<file path="src/verilog/flash_seq_map.svh">
// Offsets, field positions, keys and timing for the flash row write sequencer
`ifndef FLASH_SEQ_MAP_SVH
`define FLASH_SEQ_MAP_SVH
`define OFS_ADDR_LOW 3'h0
`define OFS_ADDR_HIGH 3'h1
`define OFS_DATA_LOW 3'h2
`define OFS_DATA_HIGH 3'h3
`define OFS_CONTROL 3'h4
`define OFS_UNLOCK_KEY 3'h5
`define CTL_CONFIG_SELECT 6
`define CTL_LATCH_ONLY 5
`define CTL_FREE 4
`define CTL_WRERR 3
`define CTL_PROG_ENABLE 2
`define CTL_WR 1
`define KEY_FIRST 8'h55
`define KEY_SECOND 8'haa
`define LATCH_BLANK 14'h3fff
`define ROW_LSB 5
`define FORCED_NOPS 2'h2
`define PROG_TIME_NS 2000000
`define CLK_PERIOD_NS 20
`endif

</file>
<file path="src/verilog/flash_seq_pkg.sv">
// Types shared by the flash row write sequencer
package flash_seq_pkg;
	typedef logic [13:0] latch_word_t;
	typedef struct packed {
		logic [9:0] row;
		logic write;
		logic erase;
	} flash_cmd_t;
	typedef enum logic [1:0] {KEY_IDLE = 2'b01, KEY_GOT_FIRST = 2'b10} key_state_t;
	typedef enum logic [2:0] {SEQ_IDLE = 3'b001, SEQ_NOP = 3'b010, SEQ_BUSY = 3'b100} seq_state_t;
endpackage

</file>
<file path="src/verilog/flash_row_write_latch_sequencer.sv">
// Flash self-programming write path: unlock, write latches and row commit
`timescale 1ns/10ps
`include "flash_seq_map.svh"

// Notes on behaviour
// Upper ten bits pick row, low bits latch
// A commit never spans more than one row
// Every latch returns to 3FFF after completion
// Unloaded latches stay blank through a commit
// Programming never erases the target row
// At most sixteen latches per program operation
// Latch-only flag set: load latch, no programming
// Flag clear: load latch then program row
// Start needs 55h then AAh key writes
// Broken handshake: no load, no program
// Firmware sets enable, clears config select first
// Firmware loads words, unlocks, increments address
// Firmware clears flag for the final word
// Firmware programs only erased words
// Latch load forces two no-op cycles
// Commit stalls core after two no-ops
// Firmware merges row in memory before rewriting
// Start bit software-set, hardware-cleared at end
// Enable bit low refuses program and erase
// Core halts about 2 ms during program
// Sixteen 14-bit latch registers hold loaded words
module flash_row_write_latch_sequencer #(
	parameter int LATCHES = 16,
	parameter int PROG_CYCLES = `PROG_TIME_NS / `CLK_PERIOD_NS
) (
	input wire logic clock,
	input wire logic arst_n,
	input wire logic [2:0] reg_addr,
	input wire logic [7:0] reg_wdata,
	input wire logic reg_wr,
	input wire logic reg_rd,
	output logic [7:0] reg_rdata,
	output flash_seq_pkg::flash_cmd_t flash_cmd,
	output flash_seq_pkg::latch_word_t [LATCHES-1:0] latch_data,
	output logic cpu_force_nop,
	output logic cpu_stall
);
	import flash_seq_pkg::*;

	localparam int IDX_W = $clog2(LATCHES);
	localparam int CNT_W = $clog2(PROG_CYCLES + 1);

	logic [7:0] addr_low_reg;
	logic [6:0] addr_high_reg;
	logic [7:0] data_low_reg;
	logic [5:0] data_high_reg;
	logic config_space_select_reg, latch_only_flag_reg, free_reg, wrerr_reg, program_enable_reg, wr_reg;
	logic [7:0] rdata_reg;
	key_state_t key_reg, key_next;
	logic armed_reg, armed_next;
	seq_state_t seq_reg;
	logic [1:0] nop_reg;
	logic [CNT_W-1:0] cnt_reg;
	logic commit_reg;
	flash_cmd_t cmd_reg;
	latch_word_t [LATCHES-1:0] latch_reg;

	// Register decode
	wire wr_ctl = reg_wr && (reg_addr == `OFS_CONTROL);
	wire wr_key = reg_wr && (reg_addr == `OFS_UNLOCK_KEY);
	wire any_access = reg_wr || reg_rd;
	// Fields of the control byte being written; a start obeys these new values
	wire config_select_in = reg_wdata[`CTL_CONFIG_SELECT];
	wire latch_only_in = reg_wdata[`CTL_LATCH_ONLY];
	wire free_in = reg_wdata[`CTL_FREE];
	wire enable_in = reg_wdata[`CTL_PROG_ENABLE];
	wire set_attempt = wr_ctl && reg_wdata[`CTL_WR] && !wr_reg;
	wire seq_start = set_attempt && armed_reg && enable_in && !config_select_in;
	wire refused = set_attempt && !seq_start;
	wire load_latch = seq_start && !free_in;
	wire commit_start = seq_start && (free_in || !latch_only_in);
	wire [7:0] ctl_readback = {1'b1, config_space_select_reg, latch_only_flag_reg, free_reg,
		wrerr_reg, program_enable_reg, wr_reg, 1'b0};
	wire [IDX_W-1:0] latch_idx = addr_low_reg[IDX_W-1:0];
	wire [9:0] row_sel = {addr_high_reg, addr_low_reg[7:`ROW_LSB]};
	wire latch_word_t new_word = {data_high_reg, data_low_reg};
	wire nop_last = (seq_reg == SEQ_NOP) && (nop_reg == 2'h1);
	wire busy_done = (seq_reg == SEQ_BUSY) && (cnt_reg == '0);
	wire op_done = busy_done || (nop_last && !commit_reg);

	assign reg_rdata = rdata_reg;
	assign flash_cmd = cmd_reg;
	assign latch_data = latch_reg;
	assign cpu_force_nop = (seq_reg == SEQ_NOP);
	assign cpu_stall = (seq_reg == SEQ_BUSY);

	// Unlock handshake: any other access in between breaks it
	always_comb begin
		key_next = KEY_IDLE;
		armed_next = 1'b0;
		if (wr_key && reg_wdata == `KEY_FIRST) begin
			key_next = KEY_GOT_FIRST;
		end else if (wr_key && reg_wdata == `KEY_SECOND && key_reg == KEY_GOT_FIRST) begin
			armed_next = 1'b1;
		end else if (!any_access) begin
			key_next = key_reg;
			armed_next = armed_reg;
		end
	end

	always_ff @(posedge clock or negedge arst_n) begin
		if (!arst_n) begin
			key_reg <= KEY_IDLE;
			armed_reg <= 1'b0;
		end else begin
			key_reg <= key_next;
			armed_reg <= armed_next;
		end
	end

	// Address, data and read-back
	always_ff @(posedge clock or negedge arst_n) begin
		if (!arst_n) begin
			addr_low_reg <= 8'h00;
			addr_high_reg <= 7'h00;
			data_low_reg <= 8'h00;
			data_high_reg <= 6'h00;
			rdata_reg <= 8'h00;
		end else begin
			if (reg_wr && reg_addr == `OFS_ADDR_LOW) addr_low_reg <= reg_wdata;
			if (reg_wr && reg_addr == `OFS_ADDR_HIGH) addr_high_reg <= reg_wdata[6:0];
			if (reg_wr && reg_addr == `OFS_DATA_LOW) data_low_reg <= reg_wdata;
			if (reg_wr && reg_addr == `OFS_DATA_HIGH) data_high_reg <= reg_wdata[5:0];
			if (reg_rd) begin
				case (reg_addr)
					`OFS_ADDR_LOW: rdata_reg <= addr_low_reg;
					`OFS_ADDR_HIGH: rdata_reg <= {1'b1, addr_high_reg};
					`OFS_DATA_LOW: rdata_reg <= data_low_reg;
					`OFS_DATA_HIGH: rdata_reg <= {2'b00, data_high_reg};
					`OFS_CONTROL: rdata_reg <= ctl_readback;
					default: rdata_reg <= 8'h00;
				endcase
			end else begin
				rdata_reg <= 8'h00;
			end
		end
	end

	// Control bits; hardware set of the error flag wins over a clear
	always_ff @(posedge clock or negedge arst_n) begin
		if (!arst_n) begin
			config_space_select_reg <= 1'b0;
			latch_only_flag_reg <= 1'b0;
			free_reg <= 1'b0;
			wrerr_reg <= 1'b0;
			program_enable_reg <= 1'b0;
			wr_reg <= 1'b0;
		end else begin
			if (wr_ctl) begin
				config_space_select_reg <= config_select_in;
				latch_only_flag_reg <= latch_only_in;
				program_enable_reg <= enable_in;
				wrerr_reg <= reg_wdata[`CTL_WRERR];
			end
			if (refused) wrerr_reg <= 1'b1;
			if (busy_done && free_reg) begin
				free_reg <= 1'b0;
			end else if (wr_ctl) begin
				free_reg <= reg_wdata[`CTL_FREE];
			end
			if (seq_start) begin
				wr_reg <= 1'b1;
			end else if (op_done) begin
				wr_reg <= 1'b0;
			end
		end
	end

	// Sequencer: two forced no-ops, then self-timed commit or erase
	always_ff @(posedge clock or negedge arst_n) begin
		if (!arst_n) begin
			seq_reg <= SEQ_IDLE;
			nop_reg <= 2'h0;
			cnt_reg <= '0;
			commit_reg <= 1'b0;
			cmd_reg <= '0;
		end else begin
			cmd_reg.write <= 1'b0;
			cmd_reg.erase <= 1'b0;
			case (seq_reg)
				SEQ_IDLE: begin
					if (seq_start) begin
						seq_reg <= SEQ_NOP;
						nop_reg <= `FORCED_NOPS;
						commit_reg <= commit_start;
					end
				end
				SEQ_NOP: begin
					nop_reg <= nop_reg - 2'h1;
					if (nop_last) begin
						if (commit_reg) begin
							seq_reg <= SEQ_BUSY;
							cnt_reg <= CNT_W'(PROG_CYCLES - 1);
							cmd_reg.row <= row_sel;
							cmd_reg.write <= !free_reg;
							cmd_reg.erase <= free_reg;
						end else begin
							seq_reg <= SEQ_IDLE;
						end
					end
				end
				SEQ_BUSY: begin
					cnt_reg <= cnt_reg - CNT_W'(1);
					if (busy_done) seq_reg <= SEQ_IDLE;
				end
				default: seq_reg <= SEQ_IDLE;
			endcase
		end
	end

	// Write latch bank
	genvar gi;
	generate
		for (gi = 0; gi < LATCHES; gi++) begin : g_latch
			always_ff @(posedge clock or negedge arst_n) begin
				if (!arst_n) begin
					latch_reg[gi] <= `LATCH_BLANK;
				end else if (busy_done) begin
					latch_reg[gi] <= `LATCH_BLANK;
				end else if (load_latch && latch_idx == IDX_W'(gi)) begin
					latch_reg[gi] <= new_word;
				end
			end
		end
	endgenerate

	// Checks
	a_unlock_before_start: assert property (@(posedge clock) disable iff (!arst_n)
		seq_start |-> $past(wr_key && reg_wdata == `KEY_SECOND) || !$past(any_access))
		else $error("start accepted without unlock");
	a_broken_key_refused: assert property (@(posedge clock) disable iff (!arst_n)
		(set_attempt && !armed_reg) |=> (seq_reg == SEQ_IDLE) && wrerr_reg)
		else $error("start accepted on broken unlock");
	a_latch_only_quiet: assert property (@(posedge clock) disable iff (!arst_n)
		(load_latch && latch_only_in) |-> ##1 cpu_force_nop[*2] ##1 (!cpu_stall && !flash_cmd.write && !wr_reg))
		else $error("latch-only load started programming");
	a_commit_issues_row: assert property (@(posedge clock) disable iff (!arst_n)
		(load_latch && !latch_only_in) |-> ##3 (flash_cmd.write && !flash_cmd.erase && cpu_stall))
		else $error("commit did not program the row");
	a_loaded_word_held: assert property (@(posedge clock) disable iff (!arst_n)
		load_latch |=> latch_reg[$past(latch_idx)] == $past(new_word))
		else $error("latch did not take the data pair");
	a_blank_after_done: assert property (@(posedge clock) disable iff (!arst_n)
		busy_done |=> (latch_reg[0] == `LATCH_BLANK) && (latch_reg[LATCHES-1] == `LATCH_BLANK))
		else $error("latches not blank after completion");
	a_wr_self_clear: assert property (@(posedge clock) disable iff (!arst_n)
		$fell(wr_reg) |-> $past(op_done))
		else $error("start bit cleared outside completion");
	a_no_prog_disabled: assert property (@(posedge clock) disable iff (!arst_n)
		(set_attempt && !enable_in) |=> !cpu_force_nop && !wr_reg)
		else $error("operation started with enable low");
	a_stall_length: assert property (@(posedge clock) disable iff (!arst_n)
		$rose(cpu_stall) |-> (cnt_reg == CNT_W'(PROG_CYCLES - 1)) && $past(cpu_force_nop, 1) && $past(cpu_force_nop, 2))
		else $error("stall not preceded by two no-ops or bad length");

	a_row_held_busy: assert property (@(posedge clock) disable iff (!arst_n)
		(cpu_stall && $past(cpu_stall)) |-> $stable(flash_cmd.row))
		else $error("row changed during a commit");
	a_row_from_addr: assert property (@(posedge clock) disable iff (!arst_n)
		$rose(cpu_stall) |-> (flash_cmd.row == $past(row_sel)))
		else $error("commit row not taken from upper address bits");
	a_bank_blank_done: assert property (@(posedge clock) disable iff (!arst_n)
		busy_done |=> (latch_data == {LATCHES{latch_word_t'(`LATCH_BLANK)}}))
		else $error("latch bank not fully blank after completion");
	a_latch_only_on_load: assert property (@(posedge clock) disable iff (!arst_n)
		(!load_latch && !busy_done) |=> $stable(latch_data))
		else $error("latch changed without a load or completion");
	a_no_auto_erase: assert property (@(posedge clock) disable iff (!arst_n)
		load_latch |-> ##3 !flash_cmd.erase)
		else $error("program start issued an erase");
	a_two_forced_nops: assert property (@(posedge clock) disable iff (!arst_n)
		$rose(cpu_force_nop) |=> cpu_force_nop ##1 !cpu_force_nop)
		else $error("forced no-op window not two cycles");
	a_commit_stalls: assert property (@(posedge clock) disable iff (!arst_n)
		commit_start |-> ##3 cpu_stall[*2])
		else $error("commit did not stall the core after the no-ops");
	a_key_broken: assert property (@(posedge clock) disable iff (!arst_n)
		(any_access && !wr_key) |=> !armed_reg)
		else $error("unlock survived an unrelated access");
	a_disabled_no_load: assert property (@(posedge clock) disable iff (!arst_n)
		(set_attempt && !enable_in) |=> $stable(latch_data))
		else $error("latch loaded with enable low");
	a_wr_tracks_op: assert property (@(posedge clock) disable iff (!arst_n)
		wr_reg |-> (cpu_force_nop || cpu_stall))
		else $error("start bit set with no operation running");

	// Length of the current stall, for the stall checks
	logic [CNT_W-1:0] stall_len_reg;
	always_ff @(posedge clock or negedge arst_n) begin
		if (!arst_n) begin
			stall_len_reg <= '0;
		end else if (cpu_stall) begin
			stall_len_reg <= stall_len_reg + CNT_W'(1);
		end else begin
			stall_len_reg <= '0;
		end
	end

	a_stall_full_length: assert property (@(posedge clock) disable iff (!arst_n)
		$fell(cpu_stall) |-> (stall_len_reg == CNT_W'(PROG_CYCLES)))
		else $error("stall length differs from the program time");
	a_stall_bounded: assert property (@(posedge clock) disable iff (!arst_n)
		stall_len_reg <= CNT_W'(PROG_CYCLES))
		else $error("stall ran past the program time");

	c_latch_load: cover property (@(posedge clock) disable iff (!arst_n) load_latch && latch_only_in);
	c_stall_end: cover property (@(posedge clock) disable iff (!arst_n) $fell(cpu_stall));
	c_row_commit: cover property (@(posedge clock) disable iff (!arst_n) busy_done && !free_reg);
	c_row_erase: cover property (@(posedge clock) disable iff (!arst_n) flash_cmd.erase);
	c_broken_key: cover property (@(posedge clock) disable iff (!arst_n) refused);
endmodule

</file>
<file path="config.mk">
export PLATFORM = sky130hd
export DESIGN_NAME = flash_row_write_latch_sequencer
export DESIGN_NICKNAME = d
export VERILOG_FILES = /design/src/verilog/flash_seq_pkg.sv /design/src/verilog/flash_row_write_latch_sequencer.sv
export VERILOG_INCLUDE_DIRS = /design/src /design/src/verilog
export SDC_FILE = /design/constraint.sdc
export NUM_CORES = 1
export LEC_CHECK = 0
export BUFFER_PORTS_ARGS = -buffer_cell sky130_fd_sc_hd__buf_4
export CORE_UTILIZATION = 45
export CTS_CLUSTER_DIAMETER = 60
export CTS_CLUSTER_SIZE = 20
export DETAILED_ROUTE_END_ITERATION = 12
export GPL_ROUTABILITY_DRIVEN = 0
export HOLD_SLACK_MARGIN = 0.05
export PLACE_DENSITY_LB_ADDON = 0.15
export REMOVE_ABC_BUFFERS = 1
export SLEW_MARGIN = 0
export SYNTH_ARGS = -nofsm -noshare
export SYNTH_HDL_FRONTEND = slang
export SYNTH_SLANG_ARGS = --single-unit
</file>
<file path="constraint.sdc">
create_clock -name clock -period 1.9 [get_ports clock]
set_input_delay 0.095 -clock clock [delete_from_list [all_inputs] [get_ports clock]]
set_output_delay 0.095 -clock clock [all_outputs]
set_load 0.01 [all_outputs]
</file>
==> impl_metrics.ini, run 1 <==
[finish]
final_core_util_pct = 59.42
final_nets = 1671
largest_register_ffs = 224
drive_above_1_share_pct = 43.28
num_antenna_cells = 0
area_growth_pct = 29.62
instances_no_fill = 2063

[pwr]
netSwitchingPower_w = 0.003901
pwr-share-clk_pct = 39.7
internal_power_w = 0.009967
power_density_nw_per_um2 = 785.4
p_comb_share_pct = 11.0
switching_share_pct = 28.13
pwr-share-seq_pct = 49.3
peakVddDrop_mv = 0.4936
total_leakage_power_nw = 8.402

[critical_path]
crit_type = flip-flop to flip-flop
crit_family = simple AND/OR/NAND/NOR gates
r2r_slack_ns = 0.02
path_cells = inv_2 > ha_1 > nor4b_2 > nand4_1 > buf_6 > or2_4 > buf_12 > nand3_1
start_kind = flip-flop
cpPeakStageDelay_ns = 0.39
path_buf_inv = 3
cp.arrival_ns = 2.37
cp_max_fo = 46
crit_slowest_cell = dfrtp_1
cp_data_required_time_ns = 2.39
crit_path_end_kind = flip-flop

[drt]
vias = 11010
drtIter0Drc = 833
via_per_inst = 5.336
routed_wl_microns = 40240
first_pass_iters = 7
avgRoutedWirePerCell_microns = 19.50
ant_nets = 0
drc = 0

[synth]
yosys.area.top_type = dfstp_2
synth-edff-count = 0
synth_top_area_share_pct = 43.59
ys_seq_area_share_pct = 58.11
syn_inst = 1359
yosysWarnings = 0
synth_seq_cells = 305
yosysMostFrequentCell = nand2_1
synth_area_sq_um = 13620
async_flop_share_pct = 100.0
avgSynthCellArea_sq_um = 10.02
synth_cell_type_count = 59
synth.top_cells.by_count = 472 x nand2_1, 226 x dfstp_2, 202 x nand3_1
yosys-top-cells-area = dfstp_2 44%, dfrtp_1 15%, nand2_1 13%
synthFlopType = dfstp_2

[placement]
hpwl_microns = 26470
port_buffers = 260
pre_cts_ws_ns = 0.05901
dpl.cell_count = 1994

[floorplanning]
die_h_microns = 176.0
start_util_pct = 45.84
die_area_sq_um = 30970
rows = 63
core_sq_um = 29720
die_w_microns = 176.0
ioPinCount = 261

[sta]
fin_crit_ns = 1.876
hold_slack_ns = 0.1129
worstMarginPinSlew_ns = 0.5812
slew_violations = 0
tns_ns = 0
fin_crit_sh_pct = 98.73
slew-limit-headroom_pct = 61.15
timing.final.ws_setup_ns = 0.02404
timing.fmax_mhz = 533.1
timing.final.hold_violations = 0
finalSetupViolations = 0
rsz0062_at_grt = yes
fin_skew_ns = 0.02955

[grt]
antenna_found_initial = 0
grt_pass1_vias = 10240
overflow = 0
grt_pass1_wl_microns = 60730
grt_use_total_pct = 25.35
grt_max_degree = 66

[clock_tree]
tritoncts = done
h-tree-depth = 1
cts.sinks = 305
cts_buffers = 26
cts.reportedPaths.clkPinSlew_ns = 0.07
clk_root_buffer_cell = clkbuf_16
cts_buffer_depth = 3
insertion_delay_ns = 0.56

[status]
outcome = complete, no violations

[hold_path]
hp-class = input pin to flip-flop

[run]
maxCapViolations = 0
[layout make-up]
type,count,area (sq um)
Clock buffer,30,675.6
Clock inverter,18,200.2
Fill cell,2520,12060
Inverter,8,30.03
Multi-Input combinational cell,935,5221
Sequential cell,305,7916
Tap cell,390,488.0
Timing Repair Buffer,377,3126
[power groups by stage]
stage | clock network, W | logic (W) | registers [W]
finish | 0.00550 | 0.00152 | 0.00684
global route | 0.00585 | 0.00160 | 0.00687
CTS | 0.00562 | 0.00153 | 0.00684
detailed placement | 0 | 0.00150 | 0.00694
global placement | 0 | 0.00150 | 0.00694
floorplan | 0 | 0.000435 | 0.00709
[cell usage in the layout (no fill, tap or decap), types with 4 or more instances in the layout]
master and n:
o21ai_0 14, o22ai_1 5, nand3_1 199, nor3_1 6, dfrtp_1 78, nor2b_1 7
dlygate4sd3_1 14, nand2_1 471, nand4_1 18, buf_12 15, dfstp_2 226, nor4_4 16
or4_1 4, nand2b_1 4, a22oi_1 10, inv_1 5, a21oi_1 8, clkbuf_16 28
or2_2 4, mux2_2 35, and3_1 4, nor2_1 14, inv_6 4, mux2i_1 30
o211ai_1 4, o31ai_1 6, buf_4 339, or3_1 5, buf_6 4, and2_1 8
[worst register-to-register path: cells and delay by family (launching register included)]
kind	cells	cell delay, ns
and+or+nand+nor	4	0.81
adders and majority gates	1	0.16
buffers and inverters	3	0.48
DFF	1	0.39
[routing by layer]
| metal | wire (microns) | GRT usage, % | vias up |
|---|---|---|---|
| met3 | 2151 | 2.885 | 49 |
| met5 | 0 | 0 | - |
| met4 | 838 | 6.341 | 0 |
| met2 | 19190 | 40.66 | 364 |
| li1 | - | - | 5149 |
| met1 | 18060 | 36.70 | 5447 |
[path summary, 6_finish.rpt]
check	startpoint	end	cells past startpoint
worst max-delay path	cnt_reg[0]	latch_data[20]	8
worst min-delay path	reg_wdata[1]	data_high_reg[1]	3
worst max register to register	cnt_reg[0]	latch_data[20]	8
worst min register to register	latch_data[78]	latch_data[78]	2
max in group asynchronous	arst_n	latch_data[62]	3
min in group asynchronous	arst_n	reg_rdata[2]	2
[cell families after synthesis]
group           Yosys count  share of synthesized area, %
fa+ha+maj                 3                        0.2756
buf+inv                 120                         4.289
compound gates           59                         2.792
xor+xnor                  3                        0.1929
flops                   305                         58.11
mux                      66                         5.263
simple gates            803                         29.08
[stage by stage]
| stage | power [W] | area [sq um] |
|---|---|---|
| finish | 0.01387 | 17660 |
| global route | 0.01432 | 17660 |
| CTS | 0.01399 | 17460 |
| detailed placement | 0.008447 | 16440 |
| global placement | 0.008439 | 16440 |
| floorplan | 0.007528 | 13070 |
[repair_timing]
item                                   4_1_cts  5_1_grt
gates resized for setup                      0       27
setup buffers                                0        3
hold buffers                                14        0
endpoints found under the hold margin      174        0
setup endpoints to repair                    0      229
Power figures use the tool's default switching activity.
==> inputs of run 2 (changes only) <==
==> constraint.sdc (replaced) <==
create_clock -name clock -period 1.9 [get_ports clock]
set_input_delay 0.19 -clock clock [delete_from_list [all_inputs] [get_ports clock]]
set_output_delay 0.19 -clock clock [all_outputs]
set_load 0.01 [all_outputs]
==> run 2 against run 1 <==
Compared with the run above: maximum frequency is 1.5% higher; critical path type unchanged; clock skew is 0.010 ns lower; combinational power hardly changed; sequential share of layout area is 0.24 points lower; total power is 2.4% higher; final area is 0.52% higher.
==> impl_metrics.ini, run 2 (synthesis results as in run 1) <==
[sta]
worstMarginPinSlew_ns = 0.6176
slew-limit-headroom_pct = 58.83
tns_ns = 0
fin_crit_ns = 1.849
finalSetupViolations = 0
timing.final.hold_violations = 0
fin_crit_sh_pct = 97.31
fin_skew_ns = 0.01929
timing.fmax_mhz = 540.9
slew_violations = 0

[drt]
drc = 0
ant_nets = 0
avgRoutedWirePerCell_microns = 19.78
vias = 11030
via_per_inst = 5.340
routed_wl_microns = 40870
drtIter0Drc = 822
first_pass_iters = 7

[clock_tree]
insertion_delay_ns = 0.57
tritoncts = done
cts_buffers = 28
cts_buffer_depth = 3
cts.reportedPaths.clkPinSlew_ns = 0.08
cts.sinks = 305
h-tree-depth = 1
clk_root_buffer_cell = clkbuf_16

[critical_path]
crit_type = flip-flop to flip-flop
cp_data_required_time_ns = 2.40
cp.arrival_ns = 2.35
path_cells = nor4_2 > nand4_1 > buf_6 > or2_4 > clkbuf_16 > nand3_1
cpPeakStageDelay_ns = 0.48
crit_slowest_cell = dfrtp_1
path_buf_inv = 2
crit_path_end_kind = flip-flop
timing.rr.start = cnt_reg[5]
r2r_end = latch_data[73]
start_kind = flip-flop
cp_max_fo = 15
r2r_cells = 6
crit_family = simple AND/OR/NAND/NOR gates
r2r_slack_ns = 0.05

[floorplanning]
die_h_microns = 176.0
rows = 63
die_area_sq_um = 30970
core_sq_um = 29720
start_util_pct = 45.84
die_w_microns = 176.0
ioPinCount = 261

[hold_path]
min_path_cells = 3
hp-class = input pin to flip-flop
hp-start = reg_addr[1]
hold_end = reg_rdata[6]

[grt]
grt_use_total_pct = 25.44
grt_max_degree = 73
antenna_found_initial = 0
overflow = 0
grt_pass1_wl_microns = 61020
grt_pass1_vias = 10330

[status]
outcome = complete, no violations

[finish]
drive_above_1_share_pct = 43.32
area_growth_pct = 30.30
final_nets = 1672
final_common_cell = nand2_1
most-common-layout-cells = 471 x nand2_1, 339 x buf_4, 226 x dfstp_2
final_core_util_pct = 59.73
num_antenna_cells = 0
largest_register_ffs = 224

[placement]
port_buffers = 260
hpwl_microns = 26480

[pwr]
power_density_nw_per_um2 = 800.2
power_w = 0.01420
total_leakage_power_nw = 8.476
peakVddDrop_mv = 0.7652

[run]
maxCapViolations = 0
[run 2: changes by cell type in the layout (fill, tap and decap cells not counted), moves of 2 or more]
cell	change
inv_12	+2
clkbuf_1	-2
nand3_1	+3
inv_6	+2
dlygate4sd3_1	-3
nand3_2	-3
buf_6	+2
buf_12	-2
inv_8	+3
buf_8	-2
clkbuf_16	+4
[run 2: worst register-to-register path, stage by stage (launching register included)]
cell and delay [ns]:
dfrtp_1 0.48, nor4_2 0.30, nand4_1 0.14, buf_6 0.17, or2_4 0.36, clkbuf_16 0.24, nand3_1 0.08
[run 2: per-layer routing]
metal | up-vias | routed length [microns] | global-route usage [%] | part of all wire, %
li1 | 5165 | - | - | -
met1 | 5454 | 18300 | 36.86 | 45
met2 | 369 | 19600 | 40.66 | 48
met3 | 44 | 2223 | 3.122 | 5.4
met4 | 0 | 748 | 6.232 | 1.8
met5 | - | 0 | 0 | 0
[run 2: per-stage QoR]
stage | area [sq um] | hold slack [ns] | cells | worst slack (ns)
floorplan | 13070 | -0.1056 | 1247 | -2.773
global placement | 16410 | 0.09005 | 1991 | 0.05482
detailed placement | 16410 | 0.09235 | 1991 | -0.06211
CTS | 17490 | 0.06066 | 2054 | 0.02100
global route | 17750 | 0.09123 | 2066 | -0.03066
finish | 17750 | 0.07534 | 2066 | 0.05116
[run 2: report_power, final]
part	total, W	internal, W	switching [W]
Combinational	0.00150	0.000455	0.00105
Clock	0.00585	0.00292	0.00293
Sequential	0.00686	0.00668	0.000171
Total	0.0142	0.0101	0.00414
[run 2: repair_timing]
item	in CTS	in global routing
setup buffers	0	4
setup endpoints to repair	221	222
endpoints found under the hold margin	146	0
cloned	0	8
hold buffers	11	0
gates resized for setup	3	20
pin swaps	0	6
[run 2: area by class of cell]
class / instances / area (sq um)
clock buffer: 29 / 704.4
tap: 390 / 488.0
fill: 2567 / 11970
inverter: 8 / 30.03
clock inverter: 23 / 256.5
timing repair buffer: 375 / 3126
multi-input combinational: 936 / 5230
sequential: 305 / 7915
[run 2: worst max path at each step]
stage                startpoint              end  cells past startpoint
floorplan            cnt_reg[0]  latch_data[100]                      6
global placement     cnt_reg[8]  latch_data[208]                      5
detailed placement  cnt_reg[10]  latch_data[125]                      5
CTS                      wr_reg  latch_data[174]                      5
global route         cnt_reg[5]   latch_data[70]                      6
finish               cnt_reg[5]   latch_data[73]                      6
